--- src/design/synth_cfg_pkg.sv ---
package synth_cfg_pkg;
	// Configuration register field positions
	localparam int CFG_POL_BIT = 7;
	localparam int CFG_DET_SEL_BIT = 6;
	localparam int CFG_LOCK_EN_BIT = 5;
	localparam int CFG_REF_SEL_HI = 4;
	localparam int CFG_REF_SEL_LO = 2;
	localparam int CFG_FV_EN_BIT = 1;
	localparam int CFG_FR_EN_BIT = 0;
	// Power-up value: reference divided by eight, everything else off
	localparam logic [7:0] CFG_RESET = 8'h10;
	localparam logic [15:0] DIVIDE_RESET = 16'h0000;
	// Transfer lengths that pick the destination register
	localparam logic [4:0] CFG_XFER_BITS = 5'h08;
	localparam logic [4:0] DIV_XFER_BITS = 5'h10;
	localparam logic [4:0] XFER_CNT_MAX = 5'h1F;
	// Reference output selector codes
	localparam logic [2:0] REF_SEL_OFF = 3'h0;
	localparam logic [2:0] REF_SEL_DIRECT = 3'h1;
	localparam logic [2:0] REF_SEL_DIV2 = 3'h2;
	localparam logic [2:0] REF_SEL_DIV4 = 3'h3;
	// Serial frame states, one bit changing per step except COMMIT back to IDLE
	typedef enum logic [1:0] {
		ST_IDLE = 2'h0,
		ST_SHIFT = 2'h1,
		ST_COMMIT = 2'h3
	} xfer_state_t;
endpackage : synth_cfg_pkg

// Down counter with jam load; pulses for one cycle at the end of each period
module divide_counter
	import synth_cfg_pkg::*;
#(
	parameter int WIDTH = 16
) (
	input wire logic sys_clk,
	input wire logic rst,
	input wire logic clk_en,
	input wire logic jam_load,
	input wire logic [WIDTH-1:0] load_value,
	input wire logic count_step,
	output logic terminal_pulse
);
	logic [WIDTH-1:0] count_reg; // Remaining steps in this period
	wire at_end = (count_reg <= {{(WIDTH-1){1'b0}}, 1'b1}); // Also covers ratio 0 and 1

	// Jam load restarts the period at once, so old ratios never leak out
	always_ff @(posedge sys_clk) begin
		if (rst) begin
			count_reg <= '0;
			terminal_pulse <= 1'b0;
		end else if (clk_en) begin
			terminal_pulse <= 1'b0;
			if (jam_load) begin
				count_reg <= load_value;
			end else if (count_step) begin
				count_reg <= at_end ? load_value : count_reg - 1'b1;
				terminal_pulse <= at_end;
			end
		end
	end
endmodule : divide_counter

--- src/design/synth_config_and_output_control.sv ---
// Behaviour
// - Polarity bit inverts single output, swaps pair
// - Select high: single output on, pair high
// - Select low: pair on, single output floats
// - Lock output driven when enabled, else low
// - Three-bit code picks reference output divider
// - Power-up selects reference divided by eight
// - Each divided-output enable gates its own output
// - Power-up clears the other configuration bits
// - Eight-clock transfer loads configuration register only
// - Sixteen-clock transfer loads divide register only
// - Divide load jam-loads both counters together
// - Single output pulses on error, floats locked
// - Feedback leading gives low pulses, polarity low
// - Lock output high, low pulses on mismatch
module synth_config_and_output_control
	import synth_cfg_pkg::*;
(
	input wire logic sys_clk,
	input wire logic rst,
	input wire logic clk_en,
	input wire logic ser_clk,
	input wire logic ser_data,
	input wire logic ser_enable_n,
	input wire logic reference_input,
	input wire logic feedback_input,
	input wire logic [14:0] ref_divide_value,
	output logic ref_out,
	output logic reference_divided_out,
	output logic feedback_divided_out,
	output logic single_ended_detector_out,
	output logic single_ended_detector_oe,
	output logic detector_r_out,
	output logic detector_v_out,
	output logic lock_indication_out,
	output logic [7:0] synth_configuration,
	output logic [15:0] feedback_divide
);
	// Serial shift side
	xfer_state_t state_reg, state_next;
	logic [15:0] shift_reg; // Last sixteen bits received, newest in bit 0
	logic [4:0] bit_cnt_reg; // Serial clocks seen in this frame, saturating
	logic ser_clk_prev; // For rising edge detection of the serial clock
	logic ref_prev; // Previous reference level for edge detection
	logic fb_prev; // Previous feedback level for edge detection
	logic [3:0] ref_div_reg; // Ripple-free binary divider of the reference
	logic up_reg; // Reference edge seen first: feedback lags
	logic down_reg; // Feedback edge seen first: feedback leads
	logic fr_pulse, fv_pulse; // Counter period ends

	// Decoding of the frame and events
	wire ser_rise = ser_clk & ~ser_clk_prev;
	wire ref_rise = reference_input & ~ref_prev;
	wire fb_rise = feedback_input & ~fb_prev;
	wire commit_cfg = (state_reg == ST_COMMIT) && (bit_cnt_reg == CFG_XFER_BITS);
	wire commit_div = (state_reg == ST_COMMIT) && (bit_cnt_reg == DIV_XFER_BITS);
	wire jam_load = commit_div;

	// Configuration fields
	wire detector_polarity = synth_configuration[CFG_POL_BIT];
	wire det_sel = synth_configuration[CFG_DET_SEL_BIT];
	wire lock_en = synth_configuration[CFG_LOCK_EN_BIT];
	wire [2:0] ref_sel = synth_configuration[CFG_REF_SEL_HI:CFG_REF_SEL_LO];
	wire fv_en = synth_configuration[CFG_FV_EN_BIT];
	wire fr_en = synth_configuration[CFG_FR_EN_BIT];

	// Reference output selection; codes 1xx fold onto eight and sixteen
	function automatic logic ref_pick(input logic [2:0] sel, input logic [3:0] div,
			input logic direct);
		logic pick;
		pick = 1'b0;
		case (sel)
			REF_SEL_OFF: pick = 1'b0;
			REF_SEL_DIRECT: pick = direct;
			REF_SEL_DIV2: pick = div[0];
			REF_SEL_DIV4: pick = div[1];
			default: pick = sel[0] ? div[3] : div[2];
		endcase
		return pick;
	endfunction : ref_pick

	// Detector error terms: only one side set means a real phase error
	wire err_up = up_reg & ~down_reg;
	wire err_down = down_reg & ~up_reg;
	wire pd_oe_next = det_sel & (err_up | err_down);
	wire pd_val_next = err_up ^ detector_polarity;
	wire v_low = detector_polarity ? up_reg : down_reg;
	wire r_low = detector_polarity ? down_reg : up_reg;
	wire lock_next = lock_en & ~(up_reg | down_reg);
	wire ref_next = ref_pick(ref_sel, ref_div_reg, ref_prev);

	// Frame sequencing: enable low opens a frame, rising enable ends it
	always_comb begin
		state_next = state_reg;
		case (state_reg)
			ST_IDLE: state_next = ser_enable_n ? ST_IDLE : ST_SHIFT;
			ST_SHIFT: state_next = ser_enable_n ? ST_COMMIT : ST_SHIFT;
			ST_COMMIT: state_next = ST_IDLE;
			default: state_next = ST_IDLE;
		endcase
	end

	// Serial shifter, MSB first; count saturates so long frames never alias
	always_ff @(posedge sys_clk) begin
		if (rst) begin
			state_reg <= ST_IDLE;
			shift_reg <= 16'h0000;
			bit_cnt_reg <= 5'h00;
			ser_clk_prev <= 1'b0;
		end else if (clk_en) begin
			state_reg <= state_next;
			ser_clk_prev <= ser_clk;
			if (state_reg == ST_IDLE) begin
				bit_cnt_reg <= 5'h00;
			end else if (state_reg == ST_SHIFT && ser_rise && !ser_enable_n) begin
				shift_reg <= {shift_reg[14:0], ser_data};
				if (bit_cnt_reg != XFER_CNT_MAX) begin
					bit_cnt_reg <= bit_cnt_reg + 5'h01;
				end
			end
		end
	end

	// Register file; odd frame lengths leave both registers alone
	always_ff @(posedge sys_clk) begin
		if (rst) begin
			synth_configuration <= CFG_RESET;
			feedback_divide <= DIVIDE_RESET;
		end else if (clk_en) begin
			if (commit_cfg) begin
				synth_configuration <= shift_reg[7:0];
			end
			if (commit_div) begin
				feedback_divide <= shift_reg;
			end
		end
	end

	// Reference edges feed the output divider
	always_ff @(posedge sys_clk) begin
		if (rst) begin
			ref_prev <= 1'b0;
			fb_prev <= 1'b0;
			ref_div_reg <= 4'h0;
		end else if (clk_en) begin
			ref_prev <= reference_input;
			fb_prev <= feedback_input;
			if (ref_rise) begin
				ref_div_reg <= ref_div_reg + 4'h1;
			end
		end
	end

	// Both counters share the jam strobe so they restart in step
	divide_counter #(.WIDTH(15)) u_ref_counter (
		.sys_clk(sys_clk),
		.rst(rst),
		.clk_en(clk_en),
		.jam_load(jam_load),
		.load_value(ref_divide_value),
		.count_step(ref_rise),
		.terminal_pulse(fr_pulse)
	);
	// The divide register only takes the new word at this very edge, so the jam
	// must use the shifter's copy or the counter would restart on the old ratio
	wire [15:0] fb_jam_value = jam_load ? shift_reg : feedback_divide;

	divide_counter #(.WIDTH(16)) u_fb_counter (
		.sys_clk(sys_clk),
		.rst(rst),
		.clk_en(clk_en),
		.jam_load(jam_load),
		.load_value(fb_jam_value),
		.count_step(fb_rise),
		.terminal_pulse(fv_pulse)
	);

	// Phase detector; jam clears it, and both set clears it after one cycle
	always_ff @(posedge sys_clk) begin
		if (rst) begin
			up_reg <= 1'b0;
			down_reg <= 1'b0;
		end else if (clk_en) begin
			if (jam_load || (up_reg && down_reg)) begin
				up_reg <= 1'b0;
				down_reg <= 1'b0;
			end else begin
				up_reg <= up_reg | fr_pulse;
				down_reg <= down_reg | fv_pulse;
			end
		end
	end

	// All pin-facing outputs come from flops to keep them glitch free
	always_ff @(posedge sys_clk) begin
		if (rst) begin
			ref_out <= 1'b0;
			reference_divided_out <= 1'b0;
			feedback_divided_out <= 1'b0;
			single_ended_detector_out <= 1'b0;
			single_ended_detector_oe <= 1'b0;
			detector_r_out <= 1'b1;
			detector_v_out <= 1'b1;
			lock_indication_out <= 1'b0;
		end else if (clk_en) begin
			ref_out <= ref_next;
			reference_divided_out <= fr_en & fr_pulse;
			feedback_divided_out <= fv_en & fv_pulse;
			single_ended_detector_out <= pd_val_next;
			single_ended_detector_oe <= pd_oe_next;
			detector_r_out <= det_sel | ~r_low;
			detector_v_out <= det_sel | ~v_low;
			lock_indication_out <= lock_next;
		end
	end
endmodule : synth_config_and_output_control

--- config.mk ---
export PLATFORM = sky130hd
export DESIGN_NAME = synth_config_and_output_control
export DESIGN_NICKNAME = d
export VERILOG_FILES = /design/src/design/synth_cfg_pkg.sv /design/src/design/synth_config_and_output_control.sv
export SDC_FILE = /design/constraint.sdc
export NUM_CORES = 1
export LEC_CHECK = 0
export BUFFER_PORTS_ARGS = -buffer_cell sky130_fd_sc_hd__buf_2
export CELL_PAD_IN_SITES_DETAIL_PLACEMENT = 0
export CELL_PAD_IN_SITES_GLOBAL_PLACEMENT = 2
export CORE_MARGIN = 2
export CORE_UTILIZATION = 25
export DETAILED_ROUTE_END_ITERATION = 6
export PLACE_DENSITY = 0.67
export SLEW_MARGIN = 30
export SYNTH_ARGS = -nofsm -noshare
export SYNTH_HDL_FRONTEND = slang
export SYNTH_SLANG_ARGS = --single-unit
--- constraint.sdc ---
create_clock -name sys_clk -period 4.2 [get_ports sys_clk]
set_input_delay 0.21 -clock sys_clk [delete_from_list [all_inputs] [get_ports sys_clk]]
set_output_delay 0.21 -clock sys_clk [all_outputs]
set_load 0.05 [all_outputs]
Word-level counts from Yosys, hierarchy flattened:

Index checks and enable logic that the tools add are counted.

* add/sub/neg operators: 4
* multipliers: 0
* div/mod/pow operators: 0
* $lt $le $gt $ge: 2
* eq/ne operators: 8
* shift operators: 0
* muxes and demuxes: 23
* bitwise gates (word level): 25
* reductions and logical operators: 19

Operators with widths (number)
* $mux W16: 4
* $mux W15: 3
* $le A16 B1 Y1 const B: 1
* $sub A16 B1 Y16 const B: 1
* $le A15 B1 Y1 const B: 1
* $mux W5: 3
* $sub A15 B1 Y15 const B: 1
* $mux W1: 10
* $and A1 B1 Y1: 9
* $not A1 Y1: 9
* $reduce_and A2 Y1: 4
* $reduce_bool A2 Y1: 4
* $eq A3 B2 Y1 const B: 2
* $or A1 B1 Y1: 6
* $reduce_and A3 Y1: 2
* $add A5 B1 Y5 const B: 1
* $eq A5 B4 Y1 const B: 1
* $eq A5 B5 Y1 const B: 1
* $logic_and A1 B1 Y1: 5
* $ne A5 B5 Y1 const B: 1
* $add A4 B1 Y4 const B: 1
* $pmux W1 S4: 1
* $pmux W2 S2: 1
* $eq A3 B1 Y1 const B: 1
* other kinds (8): 8

* flip-flop bits (word level): 97
* bits in latches: 0
* bits in writable memories: 0
* ROM bits: 0
* input bits: 23
* output and inout bits: 32
* word-level logic and storage cells: 104
* memories: 0

Depth between registers and ports, before layout:

Gate-level depths: netlist of run 1.

* word-level depth: 6
* gate-level depth with buffers: 9
* mapped depth without buffers: 7

By module:

From an unflattened synthesis of run 1, not the netlist that was laid out.

* cells, all modules: 620
* area total of the unflattened synthesis: 5360.1 µm²

By module, submodules not included
* synth_config_and_output_control: instances 1, cells an instance 329, area an instance 3080.5 µm², seq. area each 1281.2 µm²
* divide_counter at u_fb_counter: instances 1, cells an instance 151, area an instance 1187.4 µm², seq. area each 340.3 µm²
* divide_counter at u_ref_counter: instances 1, cells an instance 140, area an instance 1092.3 µm², seq. area each 320.3 µm²

Worst setup path before layout of run 1:

OpenSTA, ideal clock, no wires.

* path type: register to register
* start point: register u_fb_counter.count_reg[4]
* end point: register u_fb_counter.count_reg[13]
* data arrival time: 1.895 ns
* required time: 4.081 ns
* setup slack: 2.186 ns
* cell stages (with the launch flop): 6
* period minus slack after synthesis: 2.014 ns
* cells stage by stage: dfxtp_1 -> or4_1 -> buf_6 -> or3_2 -> xnor2_1 -> o221a_2

* word-level cells in the longest chain between the ends: 4
* elaborated cells on any way between the ends: 5
* those cells by class: add/sub (1); order compare (1); mux (3)

RTL lines
* start: declaration: RTL line synth_cfg_pkg.sv:44 `logic [WIDTH-1:0] count_reg;`
* start signal: assignment: RTL line synth_cfg_pkg.sv:55 `count_reg <= load_value;`
* start signal: assignment: RTL line synth_cfg_pkg.sv:57 `count_reg <= at_end ? load_value : count_reg - 1'b1;`
* $sub A16 B1 Y16 / $le A16 B1 Y1 (equally long branches): RTL line synth_cfg_pkg.sv:57, synth_cfg_pkg.sv:45
* $mux W16 (*): RTL line synth_cfg_pkg.sv:57
* $mux W16 (*): RTL line synth_cfg_pkg.sv:56 `end else if (count_step) begin`
* $mux W16 (*): RTL line synth_cfg_pkg.sv:54 `if (jam_load) begin`

Every way passes the cells marked *; elsewhere a longest branch is shown, timed or not. The select of a mux whose other input is x is not followed.
A chain may end at the register's enable or synchronous reset.

Worst setup path after layout of run 1:

* start point: register bit_cnt_reg[0]
* end point: register u_fb_counter.count_reg[10]

* word-level cells in the longest chain between the ends: 6
* elaborated cells on any way between the ends: 8
* those cells by class: eq/ne (1); mux (4); reduce/logical (3)

RTL lines
* start: declaration: RTL line synth_config_and_output_control.sv:42 `logic [4:0] bit_cnt_reg;`
* start signal: assignment: RTL line synth_config_and_output_control.sv:118 `bit_cnt_reg <= bit_cnt_reg + 5'h01;`
* $eq A5 B5 Y1 (*): RTL line synth_config_and_output_control.sv:56 `wire commit_div = (state_reg == ST_COMMIT) && (bit_cnt_reg == DIV_XFER_BITS);`
* $logic_and A1 B1 Y1 (*): RTL line synth_config_and_output_control.sv:56
* $mux W16
* $mux W16: RTL line synth_cfg_pkg.sv:57
* $mux W16: RTL line synth_cfg_pkg.sv:56
* $mux W16: RTL line synth_cfg_pkg.sv:54

Marks and branches as above.

==> results.py, run 1 <==
metrics = {
    "synthesis": {
        "synth_top_area_share": 0.401,
        "synth.cell_area_um2": 4840,
        "postSynthAreaPerCell_um2": 8.42,
        "synth_cells": 575,
        "synth-seq-area-share": 0.401,
        "ys_seq_elements": 97,
        "ys_dominant_reg_cell": "dfxtp_1",
        "syn_nets": 609,
        "async_reset_ff_frac": 0,
        "synth_cell_types": 60,
        "synth_area_leaders": "dfxtp_1, mux2i_1, a21oi_1, nand2_1, nor2_1",
        "synth_edf_count": 0,
        "yosysWarnings": 0,
        "synth_top_area_cell": "dfxtp_1",
    },
    "clock_tree": {
        "path_clk_slew_ns": 0.07,
        "htreeDepth": 3,
        "cts.sinks": 97,
        "cts_buffer_depth": 2,
        "cts_setup_buffers": 0,
        "hold_buffers": 0,
        "clk_latency_ns": 0.35,
        "cts_root_buf": "clkbuf_16",
        "cts_resized": 0,
        "cts_tree": "yes",
        "numCtsBuffers": 9,
    },
    "power": {
        "pwr-share-clk": 0.292,
        "p_comb_frac": 0.323,
        "p_leak_nw": 2.22,
        "pwr_density_cell_nw_per_um2": 484,
        "switching_share": 0.361,
        "ir_worst_vdd_mv": 0.229,
        "switchingPower_mw": 0.985,
        "fin_total_pwr_mw": 2.73,
        "seqPwrFrac": 0.385,
        "intPower_mw": 1.74,
    },
    "placement": {
        "dp.cells": 862,
        "dp_hpwl_mm": 9.64,
        "io_buffer_count": 54,
        "gp_congestion": 0.815,
    },
    "drt": {
        "post_drt_wl_per_cell_um": 16.0,
        "antenna_left": 0,
        "drc": 0,
        "vias": 4279,
        "viasPerCell": 4.88,
        "drt-initial-drc-count": 300,
        "routed_wl_mm": 14.0,
        "dr.pass1.iters": 4,
    },
    "grt": {
        "antenna_found_initial": 0,
        "grt_use_met1": 0.202,
        "grt_overflow": 0,
        "grt.busiest_layer": "met2",
        "met3_usage": 0.0265,
        "grt_max_degree": 81,
        "grt_first_pass_wirelength_mm": 22.8,
        "grt_pass1_vias": 4179,
        "use_met2": 0.213,
        "grt_usage": 0.141,
    },
    "sta": {
        "fin_crit_ns": 2.43,
        "maxSlewViolCount": 0,
        "setup_viol": 0,
        "max_freq_mhz": 411,
        "hold-worst-slack_ns": 0.0942,
        "hold_viol": 0,
        "skew_ns": 0.00991,
        "period_share": 0.580,
        "tns_ns": 0,
        "rsz0062_at_grt": "no",
        "tightest_slew_ns": 0.925,
        "relSlewSlack": 0.383,
    },
    "worst_setup_path": {
        "cp-end-kind": "flip-flop",
        "start_kind": "flip-flop",
        "slowest_stage": "nor2_2",
        "crit_arrival_ns": 2.74,
        "max_stage_delay_ns": 0.48,
        "path_class": "flip-flop to flip-flop",
        "startpoint": "bit_cnt_reg[0]",
        "critical_path_buf_inv_count": 3,
        "cp_common_cell": "buf_4",
        "path_cells": "inv_1 -> ha_1 -> nand4b_1 -> nor2_2 -> buf_4 -> o21ai_1 -> buf_4 -> a211oi_1 -> o221a_2",
        "path_delay_family": "simple AND/OR/NAND/NOR gates",
        "critPathRequiredTime_ns": 4.50,
        "reg2reg_from": "bit_cnt_reg[0]",
        "crit_fanout": 16,
    },
    "finish": {
        "fin_nets": 647,
        "fillers": 2015,
        "insertedDiodeCount": 0,
        "drive_above_1_share": 0.156,
        "area_growth_pct": 16.4,
        "final_cells": 877,
    },
    "worst_hold_path": {
        "min_from": "ref_divide_value[8]",
        "hold_class": "input pin to flip-flop",
    },
    "floorplan": {
        "initial_core_util": 0.257,
        "core-area_um2": 18800,
        "die_y_um": 143,
        "top_level_ports": 55,
        "die_area_um2": 20500,
        "fp.dieW_um": 143,
        "num_rows": 50,
    },
    "flow_run": {
        "maxCapViolCount": 0,
    },
    "outcome": {
        "status": "completed",
    },
}
==> area by class of cell <==
| cell class | instances | area, um^2 | share of cell area |
|---|---|---|---|
| clock buffer | 9 | 225 | 0.0400 |
| clock inverter | 6 | 50.0 | 0.00888 |
| inverter | 23 | 86.3 | 0.0153 |
| multi-input combinational | 422 | 2690 | 0.477 |
| sequential | 97 | 1940 | 0.345 |
| tap | 260 | 325 | 0.0577 |
| timing repair buffer | 60 | 315 | 0.0560 |
==> tightest hold or removal path: stages <==
cell and delay [ns]:
buf_2 0.07, a41oi_1 0.08, nand2_1 0.05
==> cells in the final DEF, fill, tap and decap left out, drive strengths merged, types with 4 or more instances in the layout <==
master  instances
dfxtp          97
nand2          64
nor2           63
buf            60
a21oi          51
mux2i          35
inv            27
nor3           24
o21ai          24
ha             11
nand3          10
xnor2          10
a211oi          9
clkbuf          9
or3             9
o32ai           7
xor2            7
and3            6
o21a            5
o211ai          5
o221a           5
a221oi          5
nand4           5
o31ai           4
mux2            4
or2             4
nand3b          4
nor4            4
nor4b           4
==> cell usage after synthesis, types with 4 or more instances <==
| library cell | n |
|---|---|
| a211oi_1 | 9 |
| a21oi_1 | 51 |
| a221oi_1 | 5 |
| and3_1 | 6 |
| buf_1 | 4 |
| clkbuf_1 | 25 |
| dfxtp_1 | 97 |
| ha_1 | 11 |
| inv_1 | 23 |
| mux2_2 | 4 |
| mux2i_1 | 35 |
| nand2_1 | 64 |
| nand3_1 | 10 |
| nand4_1 | 5 |
| nor2_1 | 63 |
| nor3_1 | 24 |
| nor4b_1 | 4 |
| o211ai_1 | 5 |
| o21a_1 | 5 |
| o21ai_0 | 23 |
| o221a_2 | 5 |
| o31ai_1 | 4 |
| o32ai_1 | 7 |
| or3_1 | 8 |
| xnor2_1 | 10 |
| xor2_1 | 7 |
==> cells by family (layout without fill, tap and decap cells) <==
| family | after synthesis | in the layout | share of synthesized area |
|---|---|---|---|
| flops | 97 | 97 | 0.401 |
| mux | 40 | 40 | 0.0863 |
| compound gates | 136 | 136 | 0.183 |
| simple gates | 218 | 218 | 0.223 |
| xor+xnor | 17 | 17 | 0.0308 |
| buf+inv | 56 | 98 | 0.0471 |
| fa+ha+maj | 11 | 11 | 0.0284 |
==> final timing paths <==
path	depth (start not counted)	slack, ns	endpoint
max	9	1.77	u_fb_counter.count_reg[10]
min	3	0.09	u_ref_counter.count_reg[8]
max reg2reg	9	1.77	u_fb_counter.count_reg[10]
min reg2reg	2	0.47	single_ended_detector_oe
==> power by group through the flow <==
stage | registers [mW] | logic [mW] | clock network [mW]
6_report | 1.05 | 0.881 | 0.797
5_1_grt | 1.06 | 0.979 | 0.862
4_1_cts | 1.05 | 0.877 | 0.825
3_5_place_dp | 1.07 | 0.872 | 0
3_3_place_gp | 1.07 | 0.876 | 0
2_1_floorplan | 1.05 | 0.678 | 0
==> per-stage QoR <==
stage | instance area [um^2] | utilization | setup slack (ns)
2_1_floorplan | 4840 | - | 2.19
3_3_place_gp | 5350 | 0.284 | 1.75
3_5_place_dp | 5360 | 0.285 | 1.80
4_1_cts | 5630 | 0.299 | 1.78
5_1_grt | 5630 | 0.299 | 1.51
6_report | 5630 | 0.299 | 1.77
==> metal layers <==
metal	wire, um	share of wire	vias to the layer above
met1	7290	0.52	2036
met3	484	0.034	16
met4	234	0.017	0
met2	6040	0.43	84
met5	0	0	-
li1	-	-	2143
No activity file was read; power rests on OpenSTA's default activity.
==> run 2: changes to the inputs <==
--- a/config.mk
+++ b/config.mk
@@ -5,13 +5,14 @@
 export SDC_FILE = /design/constraint.sdc
 export NUM_CORES = 1
 export LEC_CHECK = 0
+export ABC_AREA = 1
 export BUFFER_PORTS_ARGS = -buffer_cell sky130_fd_sc_hd__buf_2
 export CELL_PAD_IN_SITES_DETAIL_PLACEMENT = 0
 export CELL_PAD_IN_SITES_GLOBAL_PLACEMENT = 2
 export CORE_MARGIN = 2
 export CORE_UTILIZATION = 25
 export DETAILED_ROUTE_END_ITERATION = 6
-export PLACE_DENSITY = 0.67
+export PLACE_DENSITY = 0.7
 export SLEW_MARGIN = 30
 export SYNTH_ARGS = -nofsm -noshare
 export SYNTH_HDL_FRONTEND = slang
==> constraint.sdc (replaced) <==
create_clock -name sys_clk -period 2.5 [get_ports sys_clk]
set_input_delay 0.125 -clock sys_clk [delete_from_list [all_inputs] [get_ports sys_clk]]
set_output_delay 0.125 -clock sys_clk [all_outputs]
set_load 0.05 [all_outputs]
==> results.py, run 2 <==
metrics = {
    "outcome": {
        "status": "completed",
    },
    "synthesis": {
        "synth_cell_types": 35,
        "ys_dominant_reg_cell": "dfxtp_1",
        "synth-seq-area-share": 0.377,
        "yosysWarnings": 0,
        "async_reset_ff_frac": 0,
        "syn_nets": 782,
        "synth.cell_area_um2": 5160,
        "synth_top_area_cell": "dfxtp_1",
        "synth_edf_count": 0,
        "ys_seq_elements": 97,
        "synth_area_leaders": "dfxtp_1, nand2_1, a21oi_1, inv_1, o21ai_0",
        "synth_common_cells": "nand2_1, inv_1, dfxtp_1",
        "synth_cells": 748,
        "synth_top_area_share": 0.377,
        "synthMostInstantiatedCell": "nand2_1",
        "postSynthAreaPerCell_um2": 6.89,
    },
    "power": {
        "fin_total_pwr_mw": 4.18,
        "seqPwrFrac": 0.403,
        "pwr-share-clk": 0.352,
        "intPower_mw": 2.75,
        "switchingPower_mw": 1.42,
        "pwr_density_cell_nw_per_um2": 700,
        "switching_share": 0.341,
        "p_comb_frac": 0.245,
        "ir_worst_vdd_mv": 0.348,
        "p_leak_nw": 2.68,
    },
    "sta": {
        "hold-worst-slack_ns": 0.0253,
        "fin_crit_ns": 2.01,
        "relSlewSlack": 0.568,
        "hold_viol": 0,
        "rsz0062_at_grt": "no",
        "skew_ns": 0.00887,
        "max_freq_mhz": 497,
        "fin_ws_ns": 0.487,
        "tns_ns": 0,
        "period_share": 0.805,
        "tightest_slew_ns": 0.648,
        "maxSlewViolCount": 0,
        "setup_viol": 0,
    },
    "worst_setup_path": {
        "cp-end-kind": "flip-flop",
        "start_kind": "flip-flop",
        "cp.depth": 13,
        "path_cells": "inv_1 -> ha_1 -> nand2_1 -> nor2_4 -> nand2_4 -> inv_4 -> nand2_4 -> nand2_8 -> inv_2 -> a21oi_1 -> o21ai_0 -> nand2_1 -> inv_1",
        "crit_arrival_ns": 2.27,
        "rrSetupSlack_ns": 0.49,
        "max_stage_delay_ns": 0.32,
        "critical_path.endpoint": "u_ref_counter.count_reg[0]",
        "reg2reg_depth": 13,
        "critPathRequiredTime_ns": 2.76,
        "crit_fanout": 18,
        "critical_path_buf_inv_count": 4,
        "reg2reg_from": "bit_cnt_reg[0]",
        "r2r_end": "u_ref_counter.count_reg[0]",
        "path_class": "flip-flop to flip-flop",
        "startpoint": "bit_cnt_reg[0]",
        "path_delay_family": "simple AND/OR/NAND/NOR gates",
        "slowest_stage": "dfxtp_1",
    },
    "clock_tree": {
        "cts_tree": "yes",
        "cts_buffer_depth": 2,
        "clk_latency_ns": 0.36,
        "cts_resized": 0,
        "numCtsBuffers": 9,
        "hold_buffers": 0,
        "path_clk_slew_ns": 0.07,
        "cts.sinks": 97,
        "cts_setup_buffers": 0,
        "cts_root_buf": "clkbuf_16",
        "htreeDepth": 3,
    },
    "grt": {
        "antenna_found_initial": 0,
        "grt_pass1_vias": 4558,
        "grt_overflow": 0,
        "grt_max_degree": 63,
        "grt_usage": 0.143,
        "grt_first_pass_wirelength_mm": 24.6,
    },
    "drt": {
        "viasPerCell": 4.39,
        "post_drt_wl_per_cell_um": 14.1,
        "dr.pass1.iters": 4,
        "vias": 4690,
        "drc": 0,
        "routed_wl_mm": 15.1,
        "antenna_left": 0,
        "drt-initial-drc-count": 215,
    },
    "floorplan": {
        "initial_core_util": 0.255,
        "top_level_ports": 55,
        "die_area_um2": 21800,
        "die_y_um": 148,
        "core-area_um2": 20200,
        "fp.dieW_um": 148,
        "num_rows": 52,
    },
    "placement": {
        "place_area_um2": 5660,
        "pre_cts_ws_ns": 0.472,
        "gp_congestion": 0.762,
        "dp_hpwl_mm": 10.9,
        "io_buffer_count": 54,
    },
    "finish": {
        "layout_commonest_cell": "nand2_1",
        "insertedDiodeCount": 0,
        "fin_nets": 827,
        "area_growth_pct": 15.7,
        "final_cell_mix": "nand2_1, inv_1, dfxtp_1",
        "fillers": 2261,
        "drive_above_1_share": 0.152,
        "design_area_um2": 5970,
    },
    "flow_run": {
        "maxCapViolCount": 0,
    },
    "worst_hold_path": {
        "hold_class": "input pin to flip-flop",
        "worstHoldPathCells": 3,
    },
}
## run 2: cell count changes in the layout (fill, tap and decap cells not counted), sizes merged, moves of 6 or more
cell / before / now
o21ai: 24 / 76
a21oi: 51 / 94
or3: 9 / 0
nor2: 63 / 90
mux2i: 35 / 0
a211oi: 9 / 2
inv: 27 / 112
and3: 6 / 0
nor3: 24 / 3
nand2: 64 / 155
o32ai: 7 / 0
nand3: 10 / 41
## run 2: area by class of cell
| type | count | area [um^2] | area share |
|---|---|---|---|
| Clock buffer | 10 | 229 | 0.0384 |
| Inverter | 109 | 412 | 0.0690 |
| Multi-Input combinational cell | 513 | 2630 | 0.441 |
| Sequential cell | 97 | 1940 | 0.326 |
| Tap cell | 270 | 338 | 0.0566 |
| Clock inverter | 6 | 75.1 | 0.0126 |
| Timing Repair Buffer | 63 | 338 | 0.0566 |
## run 2: per-stage QoR
stage / utilization / instances
6_report: 0.295 / 1068
4_1_cts: 0.295 / 1068
3_3_place_gp: 0.280 / 1052
2_1_floorplan: - / 748
5_1_grt: 0.295 / 1068
3_5_place_dp: 0.280 / 1052
## run 2: cell families after synthesis
family / after synthesis / share of synthesized area
simple gates: 299 / 0.260
flops: 97 / 0.377
compound gates: 187 / 0.196
fa+ha+maj: 11 / 0.0267
xor+xnor: 16 / 0.0272
buf+inv: 138 / 0.113
## run 2: routing by layer
layer | routed length, um | GRT usage | up-vias
li1 | - | - | 2491
met1 | 8040 | 0.207 | 2126
met2 | 6340 | 0.214 | 58
met3 | 503 | 0.0290 | 15
met4 | 195 | 0.0433 | 0
met5 | 0 | 0 | -
## run 2: worst min-delay path by stage
stage                                    from                          to  slack [ns]
after floorplan                      ser_data                shift_reg[0]        0.27
after global placement    ref_divide_value[9]  u_ref_counter.count_reg[9]        0.40
after detailed placement             ser_data                shift_reg[0]        0.40
after CTS                            ser_data                shift_reg[0]        0.02
after global routing                 ser_data                shift_reg[0]        0.03
final                                ser_data                shift_reg[0]        0.03
## run 2: worst min-delay path, stage by stage
cell and delay (ns):
buf_2 0.10, nand2_1 0.05, a21oi_1 0.05
## run 2: power groups by stage
stage          Combinational (mW)  Sequential, mW  Clock (mW)
2_1_floorplan               0.807            1.71           0
3_3_place_gp                 1.04            1.72           0
3_5_place_dp                 1.03            1.72           0
4_1_cts                      1.04            1.68        1.51
5_1_grt                      1.17            1.70        1.59
6_report                     1.02            1.68        1.47
